**src/logic/acs_params.svh**
```systemverilog
`ifndef ACS_PARAMS_SVH
`define ACS_PARAMS_SVH
// register byte addresses
`define ACS_OFF_CTRL 12'h000
`define ACS_OFF_CFG 12'h004
`define ACS_OFF_RESULT 12'h008
`define ACS_OFF_STAT 12'h00c
`define ACS_OFF_MASK 12'h010
// control field positions
`define ACS_CTRL_PWR 0
`define ACS_CTRL_GO 1
// config fields
`define ACS_CFG_CLKSEL_LSB 0
`define ACS_CFG_ACQ_LSB 4
`define ACS_CLKSEL_RC 3'h7
// status bits
`define ACS_ST_DONE 0
`define ACS_ST_ABORT 1
// reset values
`define ACS_CTRL_RST 32'h0000_0000
`define ACS_CFG_RST 32'h0000_0000
// timing
`define ACS_GAP_TAD 2
`define ACS_RES_BITS 10
`define ACS_DISCH_TAD 1
`define ACS_INSTR_CYC 4
`endif

```
**src/logic/acs_pkg.sv**
```systemverilog
// Purpose: types shared by the conversion sequencer
// Assumes: acs_params.svh holds register and timing numbers; state codes are set here
// Notes: none
package acs_pkg;
  typedef enum logic [2:0] {
    ACS_IDLE = 3'b000,
    ACS_ACQ = 3'b001,
    ACS_DLY = 3'b010,
    ACS_CONV = 3'b011,
    ACS_DISCH = 3'b100,
    ACS_GAP = 3'b101
  } acs_state_e;
  typedef struct packed {
    logic acquire;
    logic discharge;
    logic [3:0] chan;
  } acs_analog_s;
endpackage

```
**src/logic/acs_tad_div.sv**
```systemverilog
// Purpose: conversion-bit-period enable from mclk_i or the rc clock tick
// Assumes: rc tick is synchronous one-cycle pulse
// Notes: divide ratio 2*(sel+1) for system clock choices
`include "acs_params.svh"
module acs_tad_div (
  // clock and reset
  input wire logic mclk_i,
  input wire logic rstn_i,
  // control
  input wire logic [2:0] sel_i,
  input wire logic rc_tick_i,
  input wire logic run_i,
  // output
  output logic tad_o
);
  logic [3:0] cnt_r, cnt_nxt;
  logic [3:0] lim;
  always_comb begin
    lim = {sel_i, 1'b1};
    cnt_nxt = cnt_r;
    tad_o = 1'b0;
    if (!run_i) begin
      cnt_nxt = 4'h0;
    end else if (sel_i == `ACS_CLKSEL_RC) begin
      tad_o = rc_tick_i;
    end else if (cnt_r >= lim) begin
      cnt_nxt = 4'h0;
      tad_o = 1'b1;
    end else begin
      cnt_nxt = cnt_r + 4'h1;
    end
  end
  always_ff @(posedge mclk_i or negedge rstn_i) begin
    if (!rstn_i) cnt_r <= 4'h0;
    else cnt_r <= cnt_nxt;
  end
endmodule // acs_tad_div

```
**src/logic/acs_sar.sv**
```systemverilog
// Purpose: successive-approximation register with abort fill
// Assumes: comparator result valid at each step enable
// Notes: msb first
`include "acs_params.svh"
module acs_sar (
  // clock and reset
  input wire logic mclk_i,
  input wire logic rstn_i,
  // control
  input wire logic clr_i,
  input wire logic step_i,
  input wire logic cmp_i,
  // result
  output logic [`ACS_RES_BITS-1:0] code_o,
  output logic [`ACS_RES_BITS-1:0] fill_o,
  output logic last_o
);
  localparam int NB = `ACS_RES_BITS;
  logic [NB-1:0] code_r, code_nxt;
  logic [NB-1:0] pos_r, pos_nxt;
  logic lastbit;
  always_comb begin
    code_nxt = code_r;
    pos_nxt = pos_r;
    if (clr_i) begin
      code_nxt = '0;
      pos_nxt = {1'b1, {(NB-1){1'b0}}};
    end else if (step_i && pos_r != '0) begin
      code_nxt = code_r | (cmp_i ? pos_r : '0);
      pos_nxt = pos_r >> 1;
    end
  end
  // last resolved bit is the one just above the current position
  always_comb begin
    lastbit = 1'b0;
    for (int i = 0; i < NB-1; i++) begin
      if (pos_r[i]) lastbit = code_r[i+1];
    end
    if (pos_r == '0) lastbit = code_r[0];
  end
  generate
    for (genvar g = 0; g < NB; g++) begin : g_fill
      logic unres;
      assign unres = (pos_r >> g) != '0;
      assign fill_o[g] = (unres && pos_r[NB-1] == 1'b0) ? lastbit : code_r[g];
    end
  endgenerate
  assign code_o = code_r;
  assign last_o = pos_r == '0;
  always_ff @(posedge mclk_i or negedge rstn_i) begin
    if (!rstn_i) begin
      code_r <= '0;
      pos_r <= '0;
    end else begin
      code_r <= code_nxt;
      pos_r <= pos_nxt;
    end
  end
endmodule // acs_sar

```
**src/logic/acs_seq.sv**
```systemverilog
// Purpose: sequencer around a successive-approximation converter
// Assumes: axi4-lite master, one access of each kind at a time
// Notes: rc tick and comparator come from the analog side
// Summary of operation
// on completion clear go, set done flag, load result bytes
// discharge the capacitor array after every sample
// clearing go aborts; partial sample written to result bytes
// unresolved result bits copy the last converted bit
// reset clears registers, powers converter off, ends conversion
// wait two bit periods after completion or abort
// after the wait reconnect selected channel, starting acquisition; the sequencer instead returns to idle and acquires only once go is set
// software sets acquisition and clock selects before power modes
// device clock stays unchanged during a conversion
// below one megahertz software selects the rc clock
// conversion continues in sleep only with rc clock
// rc clock delays conversion start one instruction cycle
// completion in sleep with interrupt enabled wakes the device
// completion in sleep with interrupt disabled turns converter off
// sleep with non-rc clock aborts and turns converter off
// special event trigger sets go and resets the timer
// software sets go while powered; go reads set while converting
`include "acs_params.svh"
module acs_seq
  import acs_pkg::*;
(
  // clock and reset
  input wire logic mclk_i,
  input wire logic rstn_i,
  // axi4-lite slave
  input wire logic [11:0] s_awaddr,
  input wire logic s_awvalid,
  output logic s_awready,
  input wire logic [31:0] s_wdata,
  input wire logic [3:0] s_wstrb,
  input wire logic s_wvalid,
  output logic s_wready,
  output logic [1:0] s_bresp,
  output logic s_bvalid,
  input wire logic s_bready,
  input wire logic [11:0] s_araddr,
  input wire logic s_arvalid,
  output logic s_arready,
  output logic [31:0] s_rdata,
  output logic [1:0] s_rresp,
  output logic s_rvalid,
  input wire logic s_rready,
  // system
  input wire logic sleep_i,
  input wire logic trig_i,
  input wire logic rc_tick_i,
  input wire logic cmp_i,
  output logic wake_o,
  output logic timer_clr_o,
  output logic irq_o,
  // analog side
  output acs_analog_s ana_o
);
  acs_state_e st_r, st_nxt;
  logic [31:0] ctrl_r, ctrl_nxt, cfg_r, cfg_nxt, stat_r, stat_nxt, mask_r, mask_nxt;
  logic [15:0] res_r, res_nxt;
  logic [3:0] cnt_r, cnt_nxt;
  logic off_r, off_nxt;
  logic aw_r, aw_nxt, w_r, w_nxt, b_r, b_nxt, rv_r, rv_nxt;
  logic [11:0] awa_r, awa_nxt;
  logic [31:0] wd_r, wd_nxt, rd_r, rd_nxt;
  logic [1:0] rr_r, rr_nxt, br_r, br_nxt;
  logic tad, sar_clr, sar_step, sar_last, rc_sel, wr_go, wr_ok, done_ev, abort_ev;
  logic [`ACS_RES_BITS-1:0] code, fill;
  logic [3:0] icnt_r, icnt_nxt;

  assign rc_sel = cfg_r[`ACS_CFG_CLKSEL_LSB +: 3] == `ACS_CLKSEL_RC;

  acs_tad_div u_div (
    .mclk_i(mclk_i),
    .rstn_i(rstn_i),
    .sel_i(cfg_r[`ACS_CFG_CLKSEL_LSB +: 3]),
    .rc_tick_i(rc_tick_i),
    .run_i(st_r != ACS_IDLE),
    .tad_o(tad)
  );

  acs_sar u_sar (
    .mclk_i(mclk_i),
    .rstn_i(rstn_i),
    .clr_i(sar_clr),
    .step_i(sar_step),
    .cmp_i(cmp_i),
    .code_o(code),
    .fill_o(fill),
    .last_o(sar_last)
  );

  // axi write path: address and data taken in either order
  assign s_awready = !aw_r && !b_r;
  assign s_wready = !w_r && !b_r;
  assign s_bvalid = b_r;
  assign s_bresp = br_r;
  assign s_arready = !rv_r;
  assign s_rvalid = rv_r;
  assign s_rdata = rd_r;
  assign s_rresp = rr_r;
  assign wr_go = aw_r && w_r && !b_r;
  assign wr_ok = awa_r == `ACS_OFF_CTRL || awa_r == `ACS_OFF_CFG || awa_r == `ACS_OFF_STAT
    || awa_r == `ACS_OFF_MASK || awa_r == `ACS_OFF_RESULT;

  always_comb begin
    aw_nxt = aw_r;
    w_nxt = w_r;
    b_nxt = b_r;
    awa_nxt = awa_r;
    wd_nxt = wd_r;
    br_nxt = br_r;
    rv_nxt = rv_r;
    rd_nxt = rd_r;
    rr_nxt = rr_r;
    if (s_awvalid && s_awready) begin
      aw_nxt = 1'b1;
      awa_nxt = s_awaddr;
    end
    if (s_wvalid && s_wready) begin
      w_nxt = 1'b1;
      wd_nxt = s_wdata;
    end
    if (wr_go) begin
      b_nxt = 1'b1;
      br_nxt = wr_ok ? 2'b00 : 2'b10;
    end
    if (b_r && s_bready) begin
      b_nxt = 1'b0;
      aw_nxt = 1'b0;
      w_nxt = 1'b0;
    end
    if (s_arvalid && s_arready) begin
      rv_nxt = 1'b1;
      rr_nxt = 2'b00;
      case (s_araddr)
        `ACS_OFF_CTRL: rd_nxt = ctrl_r;
        `ACS_OFF_CFG: rd_nxt = cfg_r;
        `ACS_OFF_RESULT: rd_nxt = {16'h0000, res_r};
        `ACS_OFF_STAT: rd_nxt = stat_r;
        `ACS_OFF_MASK: rd_nxt = mask_r;
        default: begin
          rd_nxt = 32'h0000_0000;
          rr_nxt = 2'b10;
        end
      endcase
    end else if (rv_r && s_rready) begin
      rv_nxt = 1'b0;
    end
  end

  // conversion sequence
  always_comb begin
    st_nxt = st_r;
    ctrl_nxt = ctrl_r;
    cfg_nxt = cfg_r;
    mask_nxt = mask_r;
    res_nxt = res_r;
    cnt_nxt = cnt_r;
    icnt_nxt = icnt_r;
    off_nxt = off_r;
    sar_clr = 1'b0;
    sar_step = 1'b0;
    done_ev = 1'b0;
    abort_ev = 1'b0;
    timer_clr_o = 1'b0;
    if (wr_go && awa_r == `ACS_OFF_CTRL && s_wstrb[0]) begin
      ctrl_nxt = {30'h0, wd_r[`ACS_CTRL_GO] & wd_r[`ACS_CTRL_PWR], wd_r[`ACS_CTRL_PWR]};
      if (wd_r[`ACS_CTRL_PWR]) off_nxt = 1'b0;
    end
    if (wr_go && awa_r == `ACS_OFF_CFG && s_wstrb[0]) cfg_nxt = {21'h0, wd_r[10:0]};
    if (wr_go && awa_r == `ACS_OFF_MASK && s_wstrb[0]) mask_nxt = {30'h0, wd_r[1:0]};
    if (trig_i && ctrl_r[`ACS_CTRL_PWR] && !off_r) begin
      ctrl_nxt[`ACS_CTRL_GO] = 1'b1;
      timer_clr_o = 1'b1;
    end
    case (st_r)
      ACS_IDLE: begin
        if (ctrl_r[`ACS_CTRL_GO] && !off_r) begin
          st_nxt = rc_sel ? ACS_DLY : ACS_ACQ;
          cnt_nxt = 4'h0;
          icnt_nxt = 4'h0;
          sar_clr = 1'b1;
        end
      end
      ACS_DLY: begin
        icnt_nxt = icnt_r + 4'h1;
        if (icnt_r == 4'(`ACS_INSTR_CYC - 1)) st_nxt = ACS_ACQ;
      end
      ACS_ACQ: begin
        if (tad) cnt_nxt = cnt_r + 4'h1;
        if (tad && cnt_r >= cfg_r[`ACS_CFG_ACQ_LSB +: 3]) st_nxt = ACS_CONV;
      end
      ACS_CONV: begin
        sar_step = tad;
        if (sar_last) begin
          ctrl_nxt[`ACS_CTRL_GO] = 1'b0;
          res_nxt = 16'(code);
          done_ev = 1'b1;
          st_nxt = ACS_DISCH;
          cnt_nxt = 4'h0;
        end
      end
      ACS_DISCH: begin
        if (tad) begin
          st_nxt = ACS_GAP;
          cnt_nxt = 4'h0;
        end
      end
      ACS_GAP: begin
        if (tad) cnt_nxt = cnt_r + 4'h1;
        if (tad && cnt_r == 4'(`ACS_GAP_TAD - 1)) st_nxt = ACS_IDLE;
      end
      default: st_nxt = ACS_IDLE;
    endcase
    // software clear of go, or sleep on a non-rc clock, aborts
    if ((st_r == ACS_ACQ || st_r == ACS_CONV || st_r == ACS_DLY) &&
        (!ctrl_nxt[`ACS_CTRL_GO] && !done_ev || sleep_i && !rc_sel)) begin
      if (st_r == ACS_CONV) res_nxt = 16'(fill);
      ctrl_nxt[`ACS_CTRL_GO] = 1'b0;
      abort_ev = 1'b1;
      st_nxt = ACS_DISCH;
      cnt_nxt = 4'h0;
      if (sleep_i && !rc_sel) off_nxt = 1'b1;
    end
    if (done_ev && sleep_i && !mask_r[`ACS_ST_DONE]) off_nxt = 1'b1;
    // power-off goes out through the abort path, so the array is still discharged
    if (!ctrl_nxt[`ACS_CTRL_PWR]) begin
      ctrl_nxt[`ACS_CTRL_GO] = 1'b0;
    end
  end

  // sticky status: set wins over write-one clear
  always_comb begin
    stat_nxt = stat_r;
    if (wr_go && awa_r == `ACS_OFF_STAT && s_wstrb[0]) stat_nxt = stat_r & ~{30'h0, wd_r[1:0]};
    if (done_ev) stat_nxt[`ACS_ST_DONE] = 1'b1;
    if (abort_ev) stat_nxt[`ACS_ST_ABORT] = 1'b1;
  end

  assign irq_o = |(stat_r & mask_r);
  assign wake_o = sleep_i && stat_r[`ACS_ST_DONE] && mask_r[`ACS_ST_DONE];

  always_comb begin
    ana_o.acquire = st_r == ACS_ACQ && !(sleep_i && !rc_sel);
    ana_o.discharge = st_r == ACS_DISCH;
    ana_o.chan = cfg_r[7+:4];
  end

  always_ff @(posedge mclk_i or negedge rstn_i) begin
    if (!rstn_i) begin
      st_r <= ACS_IDLE;
      ctrl_r <= `ACS_CTRL_RST;
      cfg_r <= `ACS_CFG_RST;
      stat_r <= 32'h0;
      mask_r <= 32'h0;
      res_r <= 16'h0;
      cnt_r <= 4'h0;
      icnt_r <= 4'h0;
      off_r <= 1'b0;
      aw_r <= 1'b0;
      w_r <= 1'b0;
      b_r <= 1'b0;
      rv_r <= 1'b0;
      awa_r <= 12'h0;
      wd_r <= 32'h0;
      rd_r <= 32'h0;
      rr_r <= 2'b00;
      br_r <= 2'b00;
    end else begin
      st_r <= st_nxt;
      ctrl_r <= ctrl_nxt;
      cfg_r <= cfg_nxt;
      stat_r <= stat_nxt;
      mask_r <= mask_nxt;
      res_r <= res_nxt;
      cnt_r <= cnt_nxt;
      icnt_r <= icnt_nxt;
      off_r <= off_nxt;
      aw_r <= aw_nxt;
      w_r <= w_nxt;
      b_r <= b_nxt;
      rv_r <= rv_nxt;
      awa_r <= awa_nxt;
      wd_r <= wd_nxt;
      rd_r <= rd_nxt;
      rr_r <= rr_nxt;
      br_r <= br_nxt;
    end
  end
endmodule // acs_seq

```
**config.mk**
```make
export PLATFORM = sky130hd
export DESIGN_NAME = acs_seq
export DESIGN_NICKNAME = d
export VERILOG_FILES = /design/src/logic/acs_pkg.sv /design/src/logic/acs_tad_div.sv /design/src/logic/acs_sar.sv /design/src/logic/acs_seq.sv
export VERILOG_INCLUDE_DIRS = /design/src /design/src/logic
export SDC_FILE = /design/constraint.sdc
export NUM_CORES = 1
export LEC_CHECK = 0
export BUFFER_PORTS_ARGS = -buffer_cell sky130_fd_sc_hd__buf_2
export CELL_PAD_IN_SITES_DETAIL_PLACEMENT = 1
export CELL_PAD_IN_SITES_GLOBAL_PLACEMENT = 2
export CORE_ASPECT_RATIO = 1.4
export CORE_UTILIZATION = 31
export DETAILED_ROUTE_END_ITERATION = 6
export GPL_ROUTABILITY_DRIVEN = 0
export PLACE_DENSITY = 0.79
export SYNTH_ARGS = -nofsm -noshare
export SYNTH_HDL_FRONTEND = slang
export SYNTH_SLANG_ARGS = --single-unit
```
**constraint.sdc**
```tcl
create_clock -name mclk_i -period 2.43 [get_ports mclk_i]
set_input_delay 0.243 -clock mclk_i [delete_from_list [all_inputs] [get_ports mclk_i]]
set_output_delay 0.243 -clock mclk_i [all_outputs]
set_load 0.01 [all_outputs]
```
==> run metrics, run 1 <==
Net Sw Frac=a little over a third; fillers=approximately 2000; Clock Path Buffers=2; worst vdd ir=about 0.00047 V; global-route wire length before repair=about 25000 um; htree depth=4; Final nets=between 700 and 800; CP Max Fanout=3; I/O pin total=around 120; vias in the first global route=between 5000 and 6000; Cell Area, Synth=between 5000 and 6000 um^2; Max Transition Viols Final=0; Cells after DPL=900; Cell Int Power=slightly below 0.005 W; Setup WS pre-CTS=-68.66 ps; die height=163.2 um; final worst path period need=between 2000 and 2500 ps; final hold violation count=0; total of max-cap violations=0; post-DR vias/cell=5.023; largest net degree at the start of global routing=48; Clock Power Share=roughly a third; Slew @ Worst Pin=between 600 and 700 ps; Die X=~120 um; static leakage=between 3 and 4 nW; clk sinks=114; Max stage delay cell, worst path=o21ai_0; Synth Flop Type=dfrtp_1; CTS buffer count=17; status=completed; Synthesis Warnings=0; drt total wl=roughly 16000 um; share of cells above drive strength 1=approximately 33%; CP Capture Type=flip-flop; FFs w/ async S/R, synth=100.0%; Reg clk slew, reported paths=60 ps; Avg Cell Area, Syn=just over 10 um^2; first drt pass iteration count=4; crit path launch type=flip-flop; Setup Skew=10.21 ps; flops & latches, synth=between 100 and 150; Die Area=around 19000 um^2; RSZ-0062 raised after global routing=true; unique cell type count in the Yosys netlist=71; Seq/Total Area, Yosys=49.59%; DP Wirelength=11540 um; n_diodes=0; Final Cycle Share=a little over nine tenths; CP cell instances=inv_1 > ha_1 > a21oi_2 > o21ai_2 > buf_4 > o21ai_0 > nand3_1 > a2bb2oi_2 > nand2_4 > mux2_4; PD cells=a little over 1000 nW/um^2; Worst path max stage delay=360 ps; Worst-Skew Late Latency=410 ps; Buffers & Inverters on Critical Path=2; initial core utilization=a little under a third; FMAX=0.4255 GHz; Combinational Power Share=between 30% and 40%; Final Non-Filler Cells=939; fraction of power consumed by sequential logic=35.5%; CTS tree=built; commonest cells after routing, fill and taps aside=114 x dfrtp_1, 77 x buf_2, 75 x nor2_1, 50 x nand2_1, 48 x buf_4; per-cell routed wire length=16.76 um; DRC Markers=0; setup ws final=around 80 ps; DRT iter0 DRCs=roughly 200; Total GRT Usage=between 10% and 20%; Worst EP arrival=2640 ps; final setup violating endpoints=0; Root Buffer=clkbuf_16; WS Path Type=flip-flop to flip-flop; total core area=roughly 18000 um^2; commonest non-fill, non-tap cell in the layout=dfrtp_1; number of cell rows=a little under 60; Syn Inst Count=approximately 570; Syn-to-layout area delta=27.40%; Setup TNS=0 ps; number of synthesized flops with an enable pin=0; switching pwr=roughly 0.0026 W; Worst EP required=roughly 2700 ps; Vias=about 4700; CP top delay family=compound AO/OA/AOI/OAI gates; IO buf count=roughly 80; initial antenna violation count=0; HP Class=input pin to flip-flop; Slew headroom=between 50% and 60%; ANT nets after route=0; Overflow after GRT=0
## synth_stat cells, drive strengths merged (4+ instances only)
master	instances	area (um^2)
a211oi	7	52.55
a21o	4	30.03
a21oi	24	131.4
a221oi	10	87.58
a22oi	4	30.03
and2	9	56.31
and4	5	51.30
buf	31	215.2
clkbuf	15	56.30
dfrtp	114	2853
ha	10	125.1
inv	20	75.07
mux2	34	394.1
mux2i	10	100.1
nand2	51	193.9
nand2b	6	37.54
nand3	12	60.06
nand3b	4	30.03
nor2	76	285.3
nor2b	4	25.02
nor3	10	61.31
nor4	11	96.34
o211ai	6	45.04
o21ai	30	161.4
or2	5	33.79
or3	4	25.02
## through the flow
| stage | hold slack (ps) | area [um^2] | util [%] | total power [W] |
|---|---|---|---|---|
| global route | 31.87 | 7330 | 40.56 | 0.007924 |
| floorplan | -52.59 | 5817 | - | 0.004147 |
| global placement | 139.5 | 6580 | 36.41 | 0.004870 |
| CTS | 25.01 | 7211 | 39.90 | 0.007427 |
| finish | 28.52 | 7330 | 40.56 | 0.007473 |
| detailed placement | 146.8 | 6580 | 36.41 | 0.004979 |
## path summary, 6_finish.rpt
check	from	slack (ps)	endpoint	cells after the start
worst max-delay path	cfg_r[0]$_DFFE_PN0P_	80	cnt_r[1]$_DFFE_PN0P_	10
worst min-delay path	s_bready	30	s_bvalid$_DFFE_PN0P_	2
worst max register to register	cfg_r[0]$_DFFE_PN0P_	80	cnt_r[1]$_DFFE_PN0P_	10
worst min register to register	s_rdata[11]$_DFFE_PN0P_	460	s_rdata[11]$_DFFE_PN0P_	2
max in group asynchronous	rstn_i	1540	stat_r[1]$_DFFE_PN0P_	3
min in group asynchronous	rstn_i	260	wd_r[8]$_DFFE_PN0P_	2
## repair_timing
| item | 4_1_cts | 5_1_grt |
|---|---|---|
| buffers inserted | 5 | 1 |
| endpoints found under the hold margin | 16 | 0 |
| pin swaps | 2 | 16 |
| hold buffers | 1 | 0 |
| resized for setup | 3 | 21 |
| endpoints found under the setup margin | 16 | 23 |
## flip-flops by register name, summed over array words and instances, names as in the netlist, 9 cells and up, named ones only
signal        flops
u_sar.pos_r      10
s_rdata          16
res_r             9
wd_r             11
awa_r            12
u_sar.code_o     10
cfg_r            11
## final cells by class
cell class	count	area (um^2)	area share, %
flip-flops and latches	114	2853	38.92
multi-input cells	404	2744	37.44
repair buffers	128	787.0	10.74
clock buffers	18	439.2	5.992
well taps	240	300.3	4.097
clock inverters	14	127.6	1.741
inverters	21	78.83	1.075
## power groups by stage
| stage | registers (W) | logic [W] | clock network, W |
|---|---|---|---|
| floorplan | 0.00262 | 0.00153 | 0 |
| global placement | 0.00265 | 0.00222 | 0 |
| detailed placement | 0.00267 | 0.00231 | 0 |
| CTS | 0.00264 | 0.00234 | 0.00244 |
| global route | 0.00272 | 0.00269 | 0.00252 |
| finish | 0.00265 | 0.00243 | 0.00239 |
## layer usage
metal	vias to the layer above	routed length [um]	track usage, %	share of wire, %
met4	0	337	7.537	2.1
li1	2215	-	-	-
met3	21	491	2.746	3.1
met5	-	0	0	0
met2	109	8245	31.12	52
met1	2372	6659	20.50	42
## kinds of logic after synthesis
| kind of cell | share of synthesized area, % |
|---|---|
| AOI/OAI and AO/OA | 14.35 |
| muxes | 8.591 |
| adders and majority gates | 2.349 |
| and+or+nand+nor | 18.66 |
| DFF | 49.59 |
| xor gates and xnor gates | 0.3045 |
| other | 0.06518 |
| buffers and inverters | 6.089 |
(Power assumes the default switching activity.)
==> inputs of run 2 (changes only) <==
Settings changed: CORE_UTILIZATION 31 to 34, PLACE_DENSITY 0.79 to 0.82, SETUP_SLACK_MARGIN set to 0.5.
Clock period 2.43 ns to 2.3 ns, I/O delays scaled along.
==> run metrics, run 2 (synthesis results as in run 1) <==
DRT iter0 DRCs=150 (was 202); Worst path max stage delay=400 ps (was 360 ps); flop2flop setup slack=-100 ps (was 80 ps); IO buf count=78 (unchanged); CTS tree=built (unchanged); DRC Markers=7 (was 0); CP Max Fanout=4 (was 3); reg-to-reg critical path startpoint=cfg_r[2]$_DFFE_PN0P_ (was cfg_r[0]$_DFFE_PN0P_); Largest register FFs=16 (unchanged); Worst EP arrival=2710 ps (was 2640 ps); Worst Hold Launch=s_awvalid (was s_bready); final worst path period need=2401 ps (was 2350 ps); total of max-cap violations=0 (unchanged); final setup violating endpoints=7 (was 0); Cells after DPL=872 (was 900); commonest non-fill, non-tap cell in the layout=dfrtp_1 (unchanged); n_diodes=0 (unchanged); die height=155.9 um (was 163.2 um); Die Area=17450 um^2 (was 19110 um^2); Hold Path Stages=3 (was 2); RSZ-0062 raised after global routing=true (unchanged); most used cell, CP=buf_6; Setup Skew=6.404 ps (was 10.21 ps); Worst-Skew Late Latency=430 ps (was 410 ps); drt total wl=17780 um (was 15730 um); Total GRT Usage=21.00% (was 17.49%); I/O pin total=121 (unchanged); ANT nets after route=0 (unchanged); Worst R2R End=cnt_r[0]$_DFFE_PN0P_ (was cnt_r[1]$_DFFE_PN0P_); Root Buffer=clkbuf_16 (unchanged); Slew headroom=55.54% (was 54.12%); WS Path Type=flip-flop to flip-flop (unchanged); Overflow after GRT=0 (unchanged); Syn-to-layout area delta=42.24% (was 27.40%); HP Class=input pin to flip-flop (unchanged); design area=8183 um^2 (was 7330 um^2); CTS buffer count=17 (unchanged); first drt pass iteration count=7 (was 4); Final nets=812 (was 767); htree depth=4 (unchanged); hold slack=27.70 ps (was 28.52 ps); per-cell routed wire length=18.86 um (was 16.76 um); Worst EP required=2610 ps (was 2720 ps); clk sinks=114 (unchanged); vias in the first global route=5474 (was 5061); FMAX=0.4165 GHz (was 0.4255 GHz); final core occ=49.96% (was 40.56%); FF-to-FF path depth=11 (was 10); setup ws final=-101.0 ps (was 79.74 ps); failing checks=design-rule violations, negative setup slack; Setup TNS=-351.5 ps (was 0 ps); Die X=111.9 um (was 117.1 um); total core area=16380 um^2 (was 18070 um^2); final hold violation count=0 (unchanged); CP cell instances=buf_6 > buf_6 > buf_6 > and4b_2 > a21oi_1 > o21ai_2 > nand3_1 > a2bb2oi_2 > buf_4 > nand2_4 > mux2_4 (was inv_1 > ha_1 > a21oi_2 > o21ai_2 > buf_4 > o21ai_0 > nand3_1 > a2bb2oi_2 > nand2_4 > mux2_4); CP Capture Type=flip-flop (unchanged); worst vdd ir=0.0005444 V (was 0.0004666 V); Vias=4996 (was 4717); PD cells=1057 nW/um^2 (was 1020 nW/um^2); area post-placement=6723 um^2 (was 6580 um^2); commonest cells after routing, fill and taps aside=112 x dfrtp_1, 76 x buf_2, 70 x nor2_1, 67 x buf_4, 41 x nand2_1 (was 114 x dfrtp_1, 77 x buf_2, 75 x nor2_1, 50 x nand2_1, 48 x buf_4); Max stage delay cell, worst path=dfrtp_1 (was o21ai_0); Worst Hold Endpoint=aw_r$_DFFE_PN0P_ (was s_bvalid$_DFFE_PN0P_); largest net degree at the start of global routing=59 (was 48); static leakage=3.870 nW (was 3.500 nW); initial antenna violation count=0 (unchanged); global-route wire length before repair=28210 um (was 25360 um); share of cells above drive strength 1=45.16% (was 32.76%); DP Wirelength=11610 um (was 11540 um); number of cell rows=55 (was 58); status=finished, violations left (was completed); crit path launch type=flip-flop (unchanged); Reg clk slew, reported paths=60 ps (about the same); Clock Path Buffers=2 (unchanged); Slew @ Worst Pin=665.3 ps (was 686.6 ps); initial core utilization=35.13% (was 31.84%); Final Cycle Share=104.4% (was 96.72%); Max Transition Viols Final=0 (unchanged); Final Non-Filler Cells=943 (was 939); post-DR vias/cell=5.298 (was 5.023)
[run 2: changes by cell type in the layout (fill, tap and decap cells not counted), sizes merged]
cell and change:
nor2 +1, inv -3, buf +41, dlygate4sd3 +2
clkinv +2, bufinv +1, clkbuf +1
[run 2: power by group]
| group | total [W] | leakage (nW) | internal, W | switching, W |
|---|---|---|---|---|
| clock network | 0.00265 | 0.279 | 0.00163 | 0.00102 |
| registers | 0.00287 | 1.43 | 0.00246 | 0.000412 |
| logic | 0.00313 | 2.17 | 0.00151 | 0.00162 |
| total | 0.00865 | 3.87 | 0.00560 | 0.00305 |
[run 2: cell type report]
type	instances	area (um^2)
Clock buffer	18	439.2
Inverter	21	80.08
Timing Repair Buffer	172	1266
Multi-Input combinational cell	405	3137
Tap cell	199	249.0
Fill cell	1835	8195
Sequential cell	114	2855
Clock inverter	14	156.4
[run 2: timing repair]
action / in CTS / in global routing
pin swaps: 42 / 36
endpoints found under the setup margin: 64 / 66
hold endpoints to repair: 25 / 0
hold buffers: 3 / 0
resized for setup: 90 / 47
cloned: 2 / 1
setup buffers: 20 / 13
[run 2: worst max-delay path, delay by kind of cell (launching register included)]
family                 cells  cell delay (ps)
AO/OA/AOI/OAI              3              570
buffers and inverters      4              510
flip-flops                 1              400
multiplexers               1              300
AND/OR/NAND/NOR            3              500
[run 2: per-stage QoR]
step / power [W] / worst slack (ps)
after floorplan: 0.004458 / 63.51
after global placement: 0.005243 / -29.12
after detailed placement: 0.005376 / -109.9
after CTS: 0.008349 / -15.97
after global routing: 0.009106 / -158.6
final: 0.008650 / -101.0
[run 2: worst max-delay path by stage]
stage                         startpoint              endpoint  slack [ps]  depth (start not counted)
floorplan           s_bvalid$_DFFE_PN0P_   st_r[1]$_DFFE_PN0P_          60                          8
detailed placement  awa_r[7]$_DFFE_PN0P_  cnt_r[2]$_DFFE_PN0P_        -110                          7
global route        cfg_r[2]$_DFFE_PN0P_  cnt_r[1]$_DFFE_PN0P_        -160                         11
finish              cfg_r[2]$_DFFE_PN0P_  cnt_r[0]$_DFFE_PN0P_        -100                         11
global placement    awa_r[7]$_DFFE_PN0P_  cnt_r[2]$_DFFE_PN0P_         -30                          7
CTS                 awa_r[8]$_DFFE_PN0P_   st_r[1]$_DFFE_PN0P_         -20                          7
[run 2: per-layer routing]
metal	part of all wire [%]	GRT usage (%)
met1	39	22.92
met3	2.8	5.089
met5	0	0
met4	2.2	8.381
met2	56	38.86
==> inputs of run 3 (changes only) <==
==> constraint.sdc (replaced) <==
create_clock -name mclk_i -period 2.3 [get_ports mclk_i]
set_input_delay 0 -clock mclk_i [delete_from_list [all_inputs] [get_ports mclk_i]]
set_output_delay 0 -clock mclk_i [all_outputs]
set_load 0.01 [all_outputs]
==> run metrics, run 3 (synthesis results as in run 1) <==
hold slack=41.44 ps (was 27.70 ps); FMAX=0.4260 GHz (was 0.4165 GHz); final setup violating endpoints=7 (unchanged); Slew headroom=55.18% (was 55.54%); number of cell rows=55 (unchanged); HP Class=input pin to flip-flop (unchanged); Setup Skew=8.202 ps (was 6.404 ps); n_diodes=0 (unchanged); Cells after DPL=872 (unchanged); Final Non-Filler Cells=963 (was 943); most used cell, CP=and4_4 (was buf_6); Max Transition Viols Final=0 (unchanged); vias in the first global route=5594 (was 5474); PD cells=1063 nW/um^2 (was 1057 nW/um^2); Hold Path Stages=3 (unchanged); Setup TNS=-205.7 ps (was -351.5 ps); Total GRT Usage=21.71% (was 21.00%); CTS buffer count=17 (unchanged); Final Cycle Share=102.1% (was 104.4%); Die Area=17450 um^2 (unchanged); DP Wirelength=12030 um (was 11610 um); initial antenna violation count=0 (unchanged); ANT nets after route=0 (unchanged); Max stage delay cell, worst path=or4_4 (was dfrtp_1); CP Max Fanout=3 (was 4); setup ws final=-47.35 ps (was -101.0 ps); Worst Hold Launch=s_araddr[2] (was s_awvalid); Final nets=833 (was 812); Syn-to-layout area delta=44.06% (was 42.24%); flop2flop setup slack=-50 ps (was -100 ps); FF-to-FF path depth=8 (was 11); initial core utilization=35.13% (unchanged); status=finished, violations left (unchanged); final worst path period need=2347 ps (was 2401 ps); largest net degree at the start of global routing=62 (was 59); CP Capture Type=flip-flop (unchanged); DRT iter0 DRCs=219 (was 150); total core area=16380 um^2 (unchanged); Largest register FFs=16 (unchanged); first drt pass iteration count=6 (was 7); Worst path max stage delay=490 ps (was 400 ps); post-DR vias/cell=5.299 (was 5.298); global-route wire length before repair=29090 um (was 28210 um); drt total wl=18150 um (was 17780 um); IO buf count=78 (unchanged); Slew @ Worst Pin=670.6 ps (was 665.3 ps); WP depth=8 (was 11); Worst Hold Endpoint=s_rdata[0]$_DFFE_PN0P_ (was aw_r$_DFFE_PN0P_); share of cells above drive strength 1=40.71% (was 45.16%); DRC Markers=7 (unchanged); Die X=111.9 um (unchanged); crit path launch type=flip-flop (unchanged); WS Path Type=flip-flop to flip-flop (unchanged); CP cell instances=and4b_1 > and4_4 > and4_4 > buf_4 > or4_4 > a21oi_4 > o211ai_1 > mux2_4 (was buf_6 > buf_6 > buf_6 > and4b_2 > a21oi_1 > o21ai_2 > nand3_1 > a2bb2oi_2 > buf_4 > nand2_4 > mux2_4); I/O pin total=121 (unchanged); Worst-Skew Late Latency=430 ps (about the same); Worst R2R End=st_r[0]$_DFFE_PN0P_ (was cnt_r[0]$_DFFE_PN0P_); per-cell routed wire length=18.85 um (was 18.86 um); final hold violation count=0 (unchanged); Buffers & Inverters on Critical Path=1 (was 4); Worst EP arrival=2660 ps (was 2710 ps); commonest non-fill, non-tap cell in the layout=dfrtp_1 (unchanged); RSZ-0062 raised after global routing=true (unchanged); Reg clk slew, reported paths=60 ps (about the same); CP top delay family=simple AND/OR/NAND/NOR gates (was compound AO/OA/AOI/OAI gates); die height=155.9 um (unchanged); reg-to-reg critical path startpoint=w_r$_DFFE_PN0P_ (was cfg_r[2]$_DFFE_PN0P_); Worst EP required=2610 ps (about the same); CTS tree=built (unchanged); htree depth=4 (unchanged); commonest cells after routing, fill and taps aside=113 x dfrtp_1, 77 x buf_2, 70 x nor2_1, 67 x buf_4, 39 x nand2_1 (was 112 x dfrtp_1, 76 x buf_2, 70 x nor2_1, 67 x buf_4, 41 x nand2_1); Overflow after GRT=0 (unchanged); static leakage=3.906 nW (was 3.870 nW); failing checks=design-rule violations, negative setup slack (unchanged); total of max-cap violations=0 (unchanged); Root Buffer=clkbuf_16 (unchanged); Clock Path Buffers=2 (unchanged); Vias=5103 (was 4996); clk sinks=114 (unchanged); worst vdd ir=0.0004765 V (was 0.0005444 V)
-- run 3: cell count changes in the layout (fill, tap and decap cells not counted), sizes merged --
| cell | delta |
|---|---|
| clkdlybuf4s15 | +1 |
| dlygate4sd3 | +29 |
| buf | -8 |
| clkinv | -5 |
| bufinv | +2 |
| clkinvlp | +1 |
-- run 3: worst max-delay path by stage --
stage / from / to / slack, ps
2_1_floorplan: s_bvalid$_DFFE_PN0P_ / st_r[1]$_DFFE_PN0P_ / 60
3_3_place_gp: awa_r[1]$_DFFE_PN0P_ / res_r[5]$_DFF_PN0_ / 30
3_5_place_dp: awa_r[7]$_DFFE_PN0P_ / cnt_r[2]$_DFFE_PN0P_ / -50
4_1_cts: awa_r[8]$_DFFE_PN0P_ / res_r[3]$_DFF_PN0_ / -20
5_1_grt: awa_r[8]$_DFFE_PN0P_ / res_r[3]$_DFF_PN0_ / -140
6_report: w_r$_DFFE_PN0P_ / st_r[0]$_DFFE_PN0P_ / -50
-- run 3: cell type report --
cell class / instances / area, um^2
Fill cell: 1805 / 8090
Multi-Input combinational cell: 405 / 3018
Sequential cell: 114 / 2854
Timing Repair Buffer: 193 / 1455
Clock buffer: 19 / 452.9
Tap cell: 199 / 249.0
Clock inverter: 12 / 180.2
Inverter: 21 / 78.83
-- run 3: through the flow --
stage                     power, W  instance area [um^2]  worst slack, ps  util, %
after floorplan           0.004458                  5912            63.51        -
after detailed placement  0.005426                  6700           -51.53    40.91
final                     0.008813                  8288           -47.35    50.60
after CTS                 0.008546                  7921           -19.86    48.37
after global placement    0.005286                  6700            30.40    40.91
after global routing      0.009248                  8288           -138.4    50.60
-- run 3: worst reg2reg max path, delay by kind of cell, from the launching register on --
family | cells | cell delay, ps
buffers and inverters | 1 | 130
AND/OR/NAND/NOR | 4 | 1140
multiplexers | 1 | 270
AO/OA/AOI/OAI | 2 | 320
flip-flops | 1 | 370
-- run 3: power by group --
part           switching (W)  internal, W
Sequential          0.000402      0.00246
Combinational        0.00161      0.00150
Clock               0.000978      0.00186
-- run 3: layer usage --
layer	up-vias	share of wire (%)	wire [um]	global-route usage, %
met5	-	0	0	0
met4	0	2.4	439	8.635
met3	39	3.3	598	4.390
met2	119	56	10140	41.17
met1	2589	38	6978	23.42
li1	2356	-	-	-
-- run 3: what timing repair did --
action,4_1_cts,5_1_grt
resized for setup,30,70
setup endpoints to repair,63,65
setup buffers,13,11
hold endpoints to repair,143,0
hold buffers,32,0
gates cloned,3,1
pin swaps,20,29
